--- config.mk ---
export PLATFORM = sky130hd
export DESIGN_NAME = brf_top
export DESIGN_NICKNAME = d
export VERILOG_FILES = /design/src/verilog/brf_pkg.sv /design/src/verilog/brf_top.sv /design/src/verilog/brf_mem.sv
export VERILOG_INCLUDE_DIRS = /design/src /design/src/verilog
export SDC_FILE = /design/constraint.sdc
export NUM_CORES = 2
export LEC_CHECK = 0
export BUFFER_PORTS_ARGS = -buffer_cell sky130_fd_sc_hd__clkbuf_2
export CAP_MARGIN = 25
export CORE_UTILIZATION = 45
export CTS_BUF_LIST = sky130_fd_sc_hd__clkbuf_4 sky130_fd_sc_hd__clkbuf_8
export DETAILED_ROUTE_END_ITERATION = 12
export HOLD_SLACK_MARGIN = 0.08
export PLACE_DENSITY = 0.7
export REMOVE_ABC_BUFFERS = 1
export SYNTH_ARGS = -nofsm -noshare
export SYNTH_HDL_FRONTEND = slang
export SYNTH_SLANG_ARGS = --single-unit
--- constraint.sdc ---
create_clock -name ref_clk_i -period 3.43 [get_ports ref_clk_i]
set_input_delay 0.343 -clock ref_clk_i [delete_from_list [all_inputs] [get_ports ref_clk_i]]
set_output_delay 0.343 -clock ref_clk_i [all_outputs]
set_load 0.05 [all_outputs]
--- src/verilog/brf_cfg.svh ---
`ifndef BRF_CFG_SVH
`define BRF_CFG_SVH
// apb register byte offsets
`define BRF_PSW_OFS 12'h000
`define BRF_CFG_OFS 12'h004
`define BRF_STAT_OFS 12'h008
// program_status_word fields
`define BRF_PSW_BANK_LO 0
`define BRF_PSW_BANK_HI 1
`define BRF_PSW_SM 2
`define BRF_PSW_RST 3'h0
// configuration fields
`define BRF_CFG_SMALL 0
`define BRF_CFG_GLOBAL 1
`define BRF_CFG_RST 2'h0
// status fields
`define BRF_STAT_BANK_LO 0
`define BRF_STAT_BANK_HI 1
`define BRF_STAT_SM 2
`define BRF_STAT_BUSY 3
`define BRF_STAT_ERR 4
// physical slots of the storage array
`define BRF_SLOT_USP 5'h13
`define BRF_SLOT_SSP 5'h14
`define BRF_DEPTH 32
// stack moves one word per push, downward
`define BRF_SP_STEP 16'h0002
`endif

--- src/verilog/brf_pkg.sv ---
package brf_pkg;
  // operand width of a register access
  typedef enum logic [1:0] {
    SZ_BYTE  = 2'b00,
    SZ_WORD  = 2'b01,
    SZ_DWORD = 2'b10,
    SZ_BIT   = 2'b11
  } brf_size_t;
  // interrupt stack push sequencer
  typedef enum logic [1:0] {
    ST_IDLE    = 2'b00,
    ST_PUSH_RD = 2'b01,
    ST_PUSH_WR = 2'b10
  } brf_state_t;
endpackage

--- src/verilog/brf_top.sv ---
`timescale 1ns/1ps
`default_nettype none
`include "brf_cfg.svh"
module brf_top (
  // clock and reset
  input  wire logic        ref_clk_i,
  input  wire logic        nrst_i,
  // apb slave
  input  wire logic        psel_i,
  input  wire logic        penable_i,
  input  wire logic        pwrite_i,
  input  wire logic [11:0] paddr_i,
  input  wire logic [31:0] pwdata_i,
  output logic      [31:0] prdata_o,
  output logic             pready_o,
  output logic             pslverr_o,
  // operand read port
  input  wire logic        rd_req_i,
  input  wire logic [3:0]  rd_idx_i,
  input  wire logic [1:0]  rd_size_i,
  input  wire logic        rd_hi_i,
  input  wire logic [3:0]  rd_bit_i,
  output logic      [31:0] rd_data_o,
  output logic             rd_valid_o,
  output logic             rd_err_o,
  // operand write port
  input  wire logic        wr_req_i,
  input  wire logic [3:0]  wr_idx_i,
  input  wire logic [1:0]  wr_size_i,
  input  wire logic        wr_hi_i,
  input  wire logic [3:0]  wr_bit_i,
  input  wire logic [31:0] wr_data_i,
  output logic             wr_err_o,
  // status word from execution logic
  input  wire logic        psw_wr_i,
  input  wire logic [2:0]  psw_wdata_i,
  output logic      [2:0]  psw_o,
  // interrupt entry
  input  wire logic        irq_entry_i,
  input  wire logic [1:0]  irq_bank_i,
  output logic      [15:0] push_addr_o,
  output logic             push_valid_o,
  output logic             busy_o,
  // memory address generation
  input  wire logic        mem_req_i,
  input  wire logic        mem_word_i,
  input  wire logic [23:0] mem_addr_i,
  output logic      [23:0] mem_addr_o,
  output logic      [1:0]  mem_be_o,
  output logic             mem_valid_o
);
  logic [1:0]            bank;
  logic                  sm;
  logic                  cfg_small;
  logic                  cfg_global;
  logic                  err_sticky;
  brf_pkg::brf_state_t   state;
  brf_pkg::brf_state_t   next_state;
  logic                  idle;
  logic                  rd_ok;
  logic                  rd_bad;
  logic                  wr_ok;
  logic                  wr_bad;
  logic                  s1_valid;
  logic                  s1_err;
  brf_pkg::brf_size_t    s1_size;
  logic                  s1_hi;
  logic [3:0]            s1_bit;
  logic                  we_a;
  logic [4:0]            wa_a;
  logic [15:0]           mask_a;
  logic [15:0]           wd_a;
  logic                  we_b;
  logic [4:0]            wa_b;
  logic [15:0]           mask_b;
  logic [15:0]           wd_b;
  logic [4:0]            ra_a;
  logic [4:0]            ra_b;
  logic [15:0]           q_a;
  logic [15:0]           q_b;
  logic [15:0]           new_ssp;
  logic                  apb_acc;
  logic                  apb_wr;
  logic                  apb_hit;
  logic [31:0]           apb_rdata;

  // map architectural index to storage slot using the live bank and mode
  function automatic logic [4:0] slot(input logic [3:0] idx,
                                      input logic [1:0] bk,
                                      input logic       mode);
    logic [4:0] s;
    s = {2'b11, idx[2:0]};                                 // globals 8-15
    if (idx[3:2] == 2'b00)
      s = {1'b0, bk, idx[1:0]};
    else if (idx == 4'h7)
      s = mode ? `BRF_SLOT_SSP : `BRF_SLOT_USP;
    else if (idx[3] == 1'b0)
      s = {3'b100, idx[1:0]};
    return s;
  endfunction

  // legality: globals only when enabled, no bytes on them, doubles on even index
  function automatic logic legal(input logic [3:0] idx,
                                 input logic [1:0] sz);
    logic ok;
    ok = 1'b1;
    if (idx[3] && !cfg_global)
      ok = 1'b0;
    if (idx[3] && sz == brf_pkg::SZ_BYTE)
      ok = 1'b0;
    if (idx[0] && sz == brf_pkg::SZ_DWORD)
      ok = 1'b0;
    return ok;
  endfunction

  // cpu ports are refused while the push sequencer owns port b
  assign idle   = (state == brf_pkg::ST_IDLE);
  assign rd_ok  = rd_req_i && idle && legal(rd_idx_i, rd_size_i);
  assign rd_bad = rd_req_i && idle && !legal(rd_idx_i, rd_size_i);
  assign wr_ok  = wr_req_i && idle && legal(wr_idx_i, wr_size_i);
  assign wr_bad = wr_req_i && idle && !legal(wr_idx_i, wr_size_i);

  // read addresses follow the status bits of this cycle, never a stale copy
  assign ra_a = slot(rd_idx_i, bank, sm);
  assign ra_b = (state == brf_pkg::ST_PUSH_RD) ? `BRF_SLOT_SSP
                : slot(rd_idx_i | 4'h1, bank, sm);

  // pushes always decrement the system pointer, downward by one word
  assign new_ssp = q_b - `BRF_SP_STEP;

  // write port a: byte, word, low half of doubleword, bit
  always_comb
  begin
    we_a   = wr_ok;
    wa_a   = slot(wr_idx_i, bank, sm);
    mask_a = 16'hFFFF;
    wd_a   = wr_data_i[15:0];
    case (brf_pkg::brf_size_t'(wr_size_i))
      brf_pkg::SZ_BYTE:
      begin
        mask_a = wr_hi_i ? 16'hFF00 : 16'h00FF;
        wd_a   = {wr_data_i[7:0], wr_data_i[7:0]};
      end
      brf_pkg::SZ_BIT:
      begin
        mask_a = 16'h0001 << wr_bit_i;
        wd_a   = {16{wr_data_i[0]}};
      end
      default:
      begin
        mask_a = 16'hFFFF;
        wd_a   = wr_data_i[15:0];
      end
    endcase
  end

  // write port b: high word of a doubleword, or the system pointer update
  always_comb
  begin
    we_b   = 1'b0;
    wa_b   = slot(wr_idx_i | 4'h1, bank, sm);
    mask_b = 16'hFFFF;
    wd_b   = wr_data_i[31:16];
    if (state == brf_pkg::ST_PUSH_WR)
    begin
      we_b = 1'b1;
      wa_b = `BRF_SLOT_SSP;
      wd_b = new_ssp;
    end
    else if (wr_ok && wr_size_i == brf_pkg::SZ_DWORD)
      we_b = 1'b1;
  end

  // storage of all banks, pointers and globals
  brf_mem u_mem (
    .ref_clk_i (ref_clk_i),
    .nrst_i    (nrst_i),
    .we_a_i    (we_a),
    .wa_a_i    (wa_a),
    .mask_a_i  (mask_a),
    .wd_a_i    (wd_a),
    .we_b_i    (we_b),
    .wa_b_i    (wa_b),
    .mask_b_i  (mask_b),
    .wd_b_i    (wd_b),
    .ra_a_i    (ra_a),
    .ra_b_i    (ra_b),
    .q_a_o     (q_a),
    .q_b_o     (q_b)
  );

  // read stage one: remember how to format the storage output
  always_ff @(posedge ref_clk_i)
  begin
    if (!nrst_i)
    begin
      s1_valid <= 1'b0;
      s1_err   <= 1'b0;
      s1_size  <= brf_pkg::SZ_WORD;
      s1_hi    <= 1'b0;
      s1_bit   <= 4'h0;
    end
    else
    begin
      s1_valid <= rd_ok;
      s1_err   <= rd_bad;
      s1_size  <= brf_pkg::brf_size_t'(rd_size_i);
      s1_hi    <= rd_hi_i;
      s1_bit   <= rd_bit_i;
    end
  end

  // read stage two: registered operand, two cycles after the request
  always_ff @(posedge ref_clk_i)
  begin
    if (!nrst_i)
    begin
      rd_data_o  <= 32'h0000_0000;
      rd_valid_o <= 1'b0;
      rd_err_o   <= 1'b0;
    end
    else
    begin
      rd_valid_o <= s1_valid;
      rd_err_o   <= s1_err;
      if (s1_valid)
      begin
        case (s1_size)
          brf_pkg::SZ_BYTE:
            rd_data_o <= {24'h00_0000, s1_hi ? q_a[15:8] : q_a[7:0]};
          brf_pkg::SZ_DWORD:
            rd_data_o <= {q_b, q_a};
          brf_pkg::SZ_BIT:
            rd_data_o <= {31'h0000_0000, q_a[s1_bit]};
          default:
            rd_data_o <= {16'h0000, q_a};
        endcase
      end
    end
  end

  // rejected writes are flagged for one cycle and change nothing but the sticky error
  always_ff @(posedge ref_clk_i)
  begin
    if (!nrst_i)
      wr_err_o <= 1'b0;
    else
      wr_err_o <= wr_bad;
  end

  // push sequencer: read the system pointer, then write it back lowered
  always_comb
  begin
    case (state)
      brf_pkg::ST_IDLE:
        next_state = irq_entry_i ? brf_pkg::ST_PUSH_RD : brf_pkg::ST_IDLE;
      brf_pkg::ST_PUSH_RD:
        next_state = brf_pkg::ST_PUSH_WR;
      brf_pkg::ST_PUSH_WR:
        next_state = brf_pkg::ST_IDLE;
      default:
        next_state = brf_pkg::ST_IDLE;
    endcase
  end

  // state and the busy flag that mirrors it
  always_ff @(posedge ref_clk_i)
  begin
    if (!nrst_i)
    begin
      state  <= brf_pkg::ST_IDLE;
      busy_o <= 1'b0;
    end
    else
    begin
      state  <= next_state;
      busy_o <= (next_state != brf_pkg::ST_IDLE);
    end
  end

  // push address goes out with the pointer update, segment zero
  always_ff @(posedge ref_clk_i)
  begin
    if (!nrst_i)
    begin
      push_addr_o  <= 16'h0000;
      push_valid_o <= 1'b0;
    end
    else
    begin
      push_valid_o <= (state == brf_pkg::ST_PUSH_WR);
      if (state == brf_pkg::ST_PUSH_WR)
        push_addr_o <= new_ssp;
    end
  end

  // apb: pready rises in the second access cycle, transfer completes there
  assign apb_acc = psel_i && penable_i && pready_o;
  assign apb_wr  = apb_acc && pwrite_i;
  assign apb_hit = (paddr_i == `BRF_PSW_OFS) || (paddr_i == `BRF_CFG_OFS)
                   || (paddr_i == `BRF_STAT_OFS);

  // status bits: interrupt entry beats the cpu, which beats software
  always_ff @(posedge ref_clk_i)
  begin
    if (!nrst_i)
    begin
      {sm, bank} <= `BRF_PSW_RST;                          // user mode, bank 0
    end
    else if (irq_entry_i)
    begin
      bank <= irq_bank_i;
      sm   <= 1'b1;
    end
    else if (psw_wr_i)
    begin
      bank <= psw_wdata_i[`BRF_PSW_BANK_HI:`BRF_PSW_BANK_LO];
      sm   <= psw_wdata_i[`BRF_PSW_SM];
    end
    else if (apb_wr && paddr_i == `BRF_PSW_OFS)
    begin
      bank <= pwdata_i[`BRF_PSW_BANK_HI:`BRF_PSW_BANK_LO];
      sm   <= pwdata_i[`BRF_PSW_SM];
    end
  end

  // configuration: small-memory mode and presence of the globals
  always_ff @(posedge ref_clk_i)
  begin
    if (!nrst_i)
    begin
      {cfg_global, cfg_small} <= `BRF_CFG_RST;             // baseline core, full addresses
    end
    else if (apb_wr && paddr_i == `BRF_CFG_OFS)
    begin
      cfg_small  <= pwdata_i[`BRF_CFG_SMALL];
      cfg_global <= pwdata_i[`BRF_CFG_GLOBAL];
    end
  end

  // sticky access error; a new error in the clearing cycle wins
  always_ff @(posedge ref_clk_i)
  begin
    if (!nrst_i)
      err_sticky <= 1'b0;
    else if (rd_bad || wr_bad)
      err_sticky <= 1'b1;
    else if (apb_wr && paddr_i == `BRF_STAT_OFS && pwdata_i[`BRF_STAT_ERR])
      err_sticky <= 1'b0;
  end

  // apb read mux; unused bits read zero
  always_comb
  begin
    apb_rdata = 32'h0000_0000;
    case (paddr_i)
      `BRF_PSW_OFS:
      begin
        apb_rdata[`BRF_PSW_BANK_HI:`BRF_PSW_BANK_LO] = bank;
        apb_rdata[`BRF_PSW_SM] = sm;
      end
      `BRF_CFG_OFS:
      begin
        apb_rdata[`BRF_CFG_SMALL]  = cfg_small;
        apb_rdata[`BRF_CFG_GLOBAL] = cfg_global;
      end
      `BRF_STAT_OFS:
      begin
        apb_rdata[`BRF_STAT_BANK_HI:`BRF_STAT_BANK_LO] = bank;
        apb_rdata[`BRF_STAT_SM]   = sm;
        apb_rdata[`BRF_STAT_BUSY] = busy_o;
        apb_rdata[`BRF_STAT_ERR]  = err_sticky;
      end
      default:
        apb_rdata = 32'h0000_0000;
    endcase
  end

  // apb handshake and registered answer
  always_ff @(posedge ref_clk_i)
  begin
    if (!nrst_i)
    begin
      pready_o  <= 1'b0;
      pslverr_o <= 1'b0;
      prdata_o  <= 32'h0000_0000;
    end
    else
    begin
      pready_o  <= psel_i && penable_i && !pready_o;
      pslverr_o <= psel_i && penable_i && !pready_o && !apb_hit;
      if (psel_i && penable_i && !pready_o && !pwrite_i)
        prdata_o <= apb_rdata;
    end
  end

  // status word mirror for the execution logic
  always_ff @(posedge ref_clk_i)
  begin
    if (!nrst_i)
      psw_o <= `BRF_PSW_RST;
    else
      psw_o <= {sm, bank};
  end

  // memory address unit; registers never appear here, their space is apart
  always_ff @(posedge ref_clk_i)
  begin
    if (!nrst_i)
    begin
      mem_addr_o  <= 24'h00_0000;
      mem_be_o    <= 2'b00;
      mem_valid_o <= 1'b0;
    end
    else
    begin
      mem_valid_o <= mem_req_i;
      if (mem_req_i)
      begin
        mem_addr_o[23:16] <= cfg_small ? 8'h00 : mem_addr_i[23:16];
        mem_addr_o[15:1]  <= mem_addr_i[15:1];
        mem_addr_o[0]     <= mem_word_i ? 1'b0 : mem_addr_i[0];
        if (mem_word_i)
          mem_be_o <= 2'b11;
        else
          mem_be_o <= mem_addr_i[0] ? 2'b10 : 2'b01;
      end
    end
  end
endmodule
`default_nettype wire

--- src/verilog/brf_mem.sv ---
`timescale 1ns/1ps
`default_nettype none
`include "brf_cfg.svh"
module brf_mem (
  // clock and reset
  input  wire logic        ref_clk_i,
  input  wire logic        nrst_i,
  // write port a
  input  wire logic        we_a_i,
  input  wire logic [4:0]  wa_a_i,
  input  wire logic [15:0] mask_a_i,
  input  wire logic [15:0] wd_a_i,
  // write port b, applied after port a
  input  wire logic        we_b_i,
  input  wire logic [4:0]  wa_b_i,
  input  wire logic [15:0] mask_b_i,
  input  wire logic [15:0] wd_b_i,
  // registered read ports
  input  wire logic [4:0]  ra_a_i,
  input  wire logic [4:0]  ra_b_i,
  output logic      [15:0] q_a_o,
  output logic      [15:0] q_b_o
);
  logic [15:0] mem [`BRF_DEPTH];
  // one word per slot; bit masks give byte and bit writes
  genvar g;
  for (g = 0; g < `BRF_DEPTH; g++)
  begin : g_slot
    logic [15:0] after_a;
    assign after_a = (we_a_i && wa_a_i == 5'(g)) ?
                     ((mem[g] & ~mask_a_i) | (wd_a_i & mask_a_i)) : mem[g];
    always_ff @(posedge ref_clk_i)
    begin
      if (!nrst_i)
        mem[g] <= 16'h0000;
      else if (we_b_i && wa_b_i == 5'(g))
        mem[g] <= (after_a & ~mask_b_i) | (wd_b_i & mask_b_i);
      else
        mem[g] <= after_a;
    end
  end
  // reads see the value before this edge's writes
  always_ff @(posedge ref_clk_i)
  begin
    if (!nrst_i)
    begin
      q_a_o <= 16'h0000;
      q_b_o <= 16'h0000;
    end
    else
    begin
      q_a_o <= mem[ra_a_i];
      q_b_o <= mem[ra_b_i];
    end
  end
endmodule
`default_nettype wire

# Word level (Yosys, flattened, before mapping)
# Memories as Yosys holds them, arrays and structs flattened. A register that Yosys moved wholly into a read port is not among the register bits.
# Index checks and enable logic that the tools add are counted.
# classes
n_addsub,1
n_lt_le_gt_ge,1
eq_ne,75
n_shift,1
mux,337
n_bitwise,130
reduce_logical,111
# ops
cell,count
$mux W16,98
$and A16 B16 Y16,33
$or A16 B16 Y16,32
$mux W1,210
$eq A5 B5 Y1 const B,32
$pmux W32 S3,1
$logic_and A1 B1 Y1,87
$eq A5 B4 Y1 const B,16
$or A1 B1 Y1,64
$pmux W16 S2,2
$eq A5 B3 Y1 const B,8
$mux W4,8
$mux W5,6
$eq A5 B2 Y1 const B,4
$mux W8,2
$not A16 Y16,1
$shl A1 B4 Y16 const A,1
$sub A16 B2 Y16 const B,1
$eq A12 B3 Y1 const B,1
$eq A12 B4 Y1 const B,1
$eq A2 B2 Y1 const B,6
$logic_not A12 Y1,1
$logic_not A2 Y1,6
$mux W2,6
other kinds (14),29
# totals
register_bits,107
ramBits,512
input_bits,138
out_inout_bits,117
wordCells,682
mem_count,1
# mem_list
memory,words,width,read_ports,rd_clocked_by_memory_dff,write_ports,line_no,rtl
u_mem.mem,32,16,34,2,32,brf_mem.sv:24,logic [15:0] mem [`BRF_DEPTH];

# Logic depth before layout (Yosys ltp)
# logic_depth
word_depth,15
depth_mapped,12
ltp_nobuf,10

# Hierarchy
# A second synthesis with hierarchy kept.
# unflattened
hier_cells,4468
hier_area_um2,45387.3
# modules_own_cells
module,n_inst,cells_each,area_each_um2,seq_area_each_um2
brf_mem,1,3810,40122.2,16015.4
brf_top,1,658,5265.0,2142.1

# Worst setup path before layout
# Ideal clock, no wire load.
# synth_path
path_kind,input-to-reg
start,in wr_size_i[0]
end,mem u_mem.mem[16][0] (enable)
setup_time_ns,0.436
t_arrival_ns,2.724
required_time_ns,2.994
slack_ns,0.270
path_stages,5
path_buffers,0
cell_sequence,inv_1 -> ha_1 -> nor2b_1 -> o2111ai_1 -> o41ai_1
# synth_lines
element,line_no,rtl
start: declaration,brf_top.sv:29,"input wire logic [1:0] wr_size_i,"
end: declaration,brf_mem.sv:24,

==> flow_summary.yaml <==
status:
  status: "finished clean"
final_layout:
  fin_area_um2: 41700
  num-fill-cells: 6994
  drive_gt1_share_pct: 19.8
  fin_util_pct: 53.7
  syn_to_final_growth_pct: 17.6
  num-nets-final: 4104
  stdcell_count: 5105
logic_synthesis:
  synth_commonest_cells: "edfxtp_1, o21ai_0, nand2_1"
  syn_avg_cell_area_um2: 9.56
  yosysTopAreaCellShare_pct: 43.4
  synth_area_um2: 35400
  yosysMostFrequentCell: "edfxtp_1"
  yosysSeqAreaShare_pct: 51.3
  async_flop_share_pct: 0
  synth.area.top_cells: "edfxtp_1, dfxtp_1, o21ai_0"
  ys_ff_latch: 651
  synthCells: 3705
  yosysUniqueCellTypes: 75
  synth_edf_count: 512
  yosysTopAreaCell: "edfxtp_1"
  yosys_warnings: 0
  synthFlopType: "edfxtp_1"
global_routing:
  grt_pass1_vias: 31759
  track_usage_pct: 39.1
  met2_usage_pct: 54.3
  grt-ovfl-total: 0
  top_usage_layer: "met2"
  antenna_found_initial: 7
  met3_usage_pct: 16.1
  use_met1_pct: 49.2
  grt_pass1_wl_um: 220000
  grt_max_degree: 104
critical_path:
  r2r_setup_slack_ns: 0.13
  cp-end-kind: "flip-flop"
  cpPeakStageDelay_ns: 0.62
  cp_max_fo: 15
  cp_data_arrival_time_ns: 3.76
  r2r-start: "u_mem.q_b_o[1]"
  critPathBufInv: 2
  worstSetupPathType: "reg2reg"
  crit_path_start_kind: "flip-flop"
  worstPathRequired_ns: 3.89
  startpoint: "u_mem.q_b_o[1]"
  cpMaxStageDelayCell: "or4b_1"
  path_cells: "inv_1 -> ha_1 -> or4b_1 -> nor4_1 -> xnor2_1 -> nand2_1 -> o21ai_1 -> buf_4 -> o22ai_1"
  path_delay_family: "simple AND/OR/NAND/NOR gates"
  ff2ff_path_depth: 9
  cp.depth: 9
drt:
  wl_um: 158000
  drc_errors: 0
  post_drt_wl_per_cell_um: 31.0
  route.antenna.remaining_nets: 0
  route.vias.total: 34064
  drtIter0Drc: 6018
  firstDrtPassIters: 9
  vias_per_cell: 6.67
clocking:
  numCtsBuffers: 110
  clk_path_buf_depth: 3
  htreeDepth: 3
  cts.clk_slew.worst_paths_ns: 0.07
  cts_root_buffer: "clkbuf_8"
  cts_tree: "built"
  postCtsSetupBuffers: 0
  clk_latency_ns: 0.78
  numClockSinks: 651
die:
  initial_utilization_pct: 45.6
  core_um2: 77600
  die-area_um2: 79800
  io-pin-count: 255
  die_w_um: 282
  fp.dieH_um: 282
  num_rows: 102
hold_path:
  min_path_type: "in2reg"
run:
  max_cap_viol_count: 0
sta:
  finalHoldViolCount: 0
  rsz0062_at_grt: "no"
  fmax_ghz: 0.303
  worst_pin_slew_ns: 1.15
  slew_violations: 0
  skew_ns: 0.0482
  tns_ns: 0
  fin_crit_sh_pct: 96.1
  max-slew-margin-rel_pct: 23.0
  fin_crit_ns: 3.30
  setup_viol: 0
power:
  power_mw: 21.2
  p_leak_nw: 17.8
  power_density_nw_per_um2: 510
  ir_drop_uv: 340
place:
  dp_cells: 4830
  postPlaceCellArea_um2: 38600
  dp.final_hpwl_um: 105000
  portBuffers: 199
  place_congestion: 1.06
-- cell type report --
class | instances | area, um2 | area share (%)
inverters | 320 | 1200 | 2.89
diodes | 7 | 17.5 | 0.0421
well taps | 1040 | 1300 | 3.12
clock buffers | 176 | 2100 | 5.03
clock inverters | 32 | 278 | 0.667
repair buffers | 517 | 3990 | 9.57
flip-flops and latches | 651 | 18200 | 43.6
multi-input cells | 2362 | 14600 | 35.1
-- through the flow --
stage | hold slack, ns | worst slack (ns)
6_report | 0.118 | 0.132
5_1_grt | 0.128 | 0.0537
2_1_floorplan | 0.412 | -2.88
3_5_place_dp | 0.424 | 0.206
4_1_cts | 0.0928 | 0.248
3_3_place_gp | 0.422 | 0.221
-- worst min path at each step --
stage                       start        end  slack (ns)  cells after the start
CTS                 wr_data_i[24]  flip-flop        0.09                      3
floorplan                  s1_err   rd_err_o        0.41                      1
global route        wr_data_i[24]  flip-flop        0.13                      3
detailed placement         s1_err   rd_err_o        0.42                      1
finish              wr_data_i[24]  flip-flop        0.12                      3
global placement           s1_err   rd_err_o        0.42                      1
-- what timing repair did --
| action | CTS | global route |
|---|---|---|
| endpoints found under the hold margin | 50 | 0 |
| gates resized for setup | 0 | 0 |
| hold buffers | 55 | 0 |
| endpoints found under the setup margin | 0 | 0 |
-- where the power goes --
group | switching [mW] | leakage, nW | internal [mW]
registers | 0.419 | 6.23 | 9.23
clock network | 3.43 | 1.26 | 4.18
logic | 2.69 | 10.3 | 1.28
total | 6.54 | 17.8 | 14.7
-- layout by cell type, fill, tap and decap left out, drive strengths merged, types with 50 or more instances in the layout --
cell / n
a221oi: 62
nor2b: 56
a211oi: 54
mux2i: 141
o21ai: 381
dfxtp: 139
edfxtp: 512
clkbuf: 372
buf: 266
a21oi: 138
dlygate4sd3: 55
o22ai: 214
mux4: 50
inv: 322
nand3: 89
nand2: 341
nor2: 340
-- worst reg2reg max path: stages (launching register included) --
cell and delay, ns:
dfxtp_1 0.40, inv_1 0.10, ha_1 0.21, or4b_1 0.62
nor4_1 0.38, xnor2_1 0.52, nand2_1 0.12, o21ai_1 0.18
buf_4 0.29, o22ai_1 0.16
-- logic make-up after synthesis --
logic type | synth area share, %
AO/OA/AOI/OAI | 18.9
AND/OR/NAND/NOR | 13.3
buffers and inverters | 8.20
flip-flops | 51.3
multiplexers | 7.93
XOR/XNOR | 0.198
adder cells (fa/ha/maj) | 0.141
other | 0.0106
-- per-layer routing --
metal	part of all wire, %	up-vias
li1	-	13865
met1	35	16234
met2	40	3231
met3	17	726
met4	8.3	8
met5	0.068	-
Power figures use the tool's default switching activity.
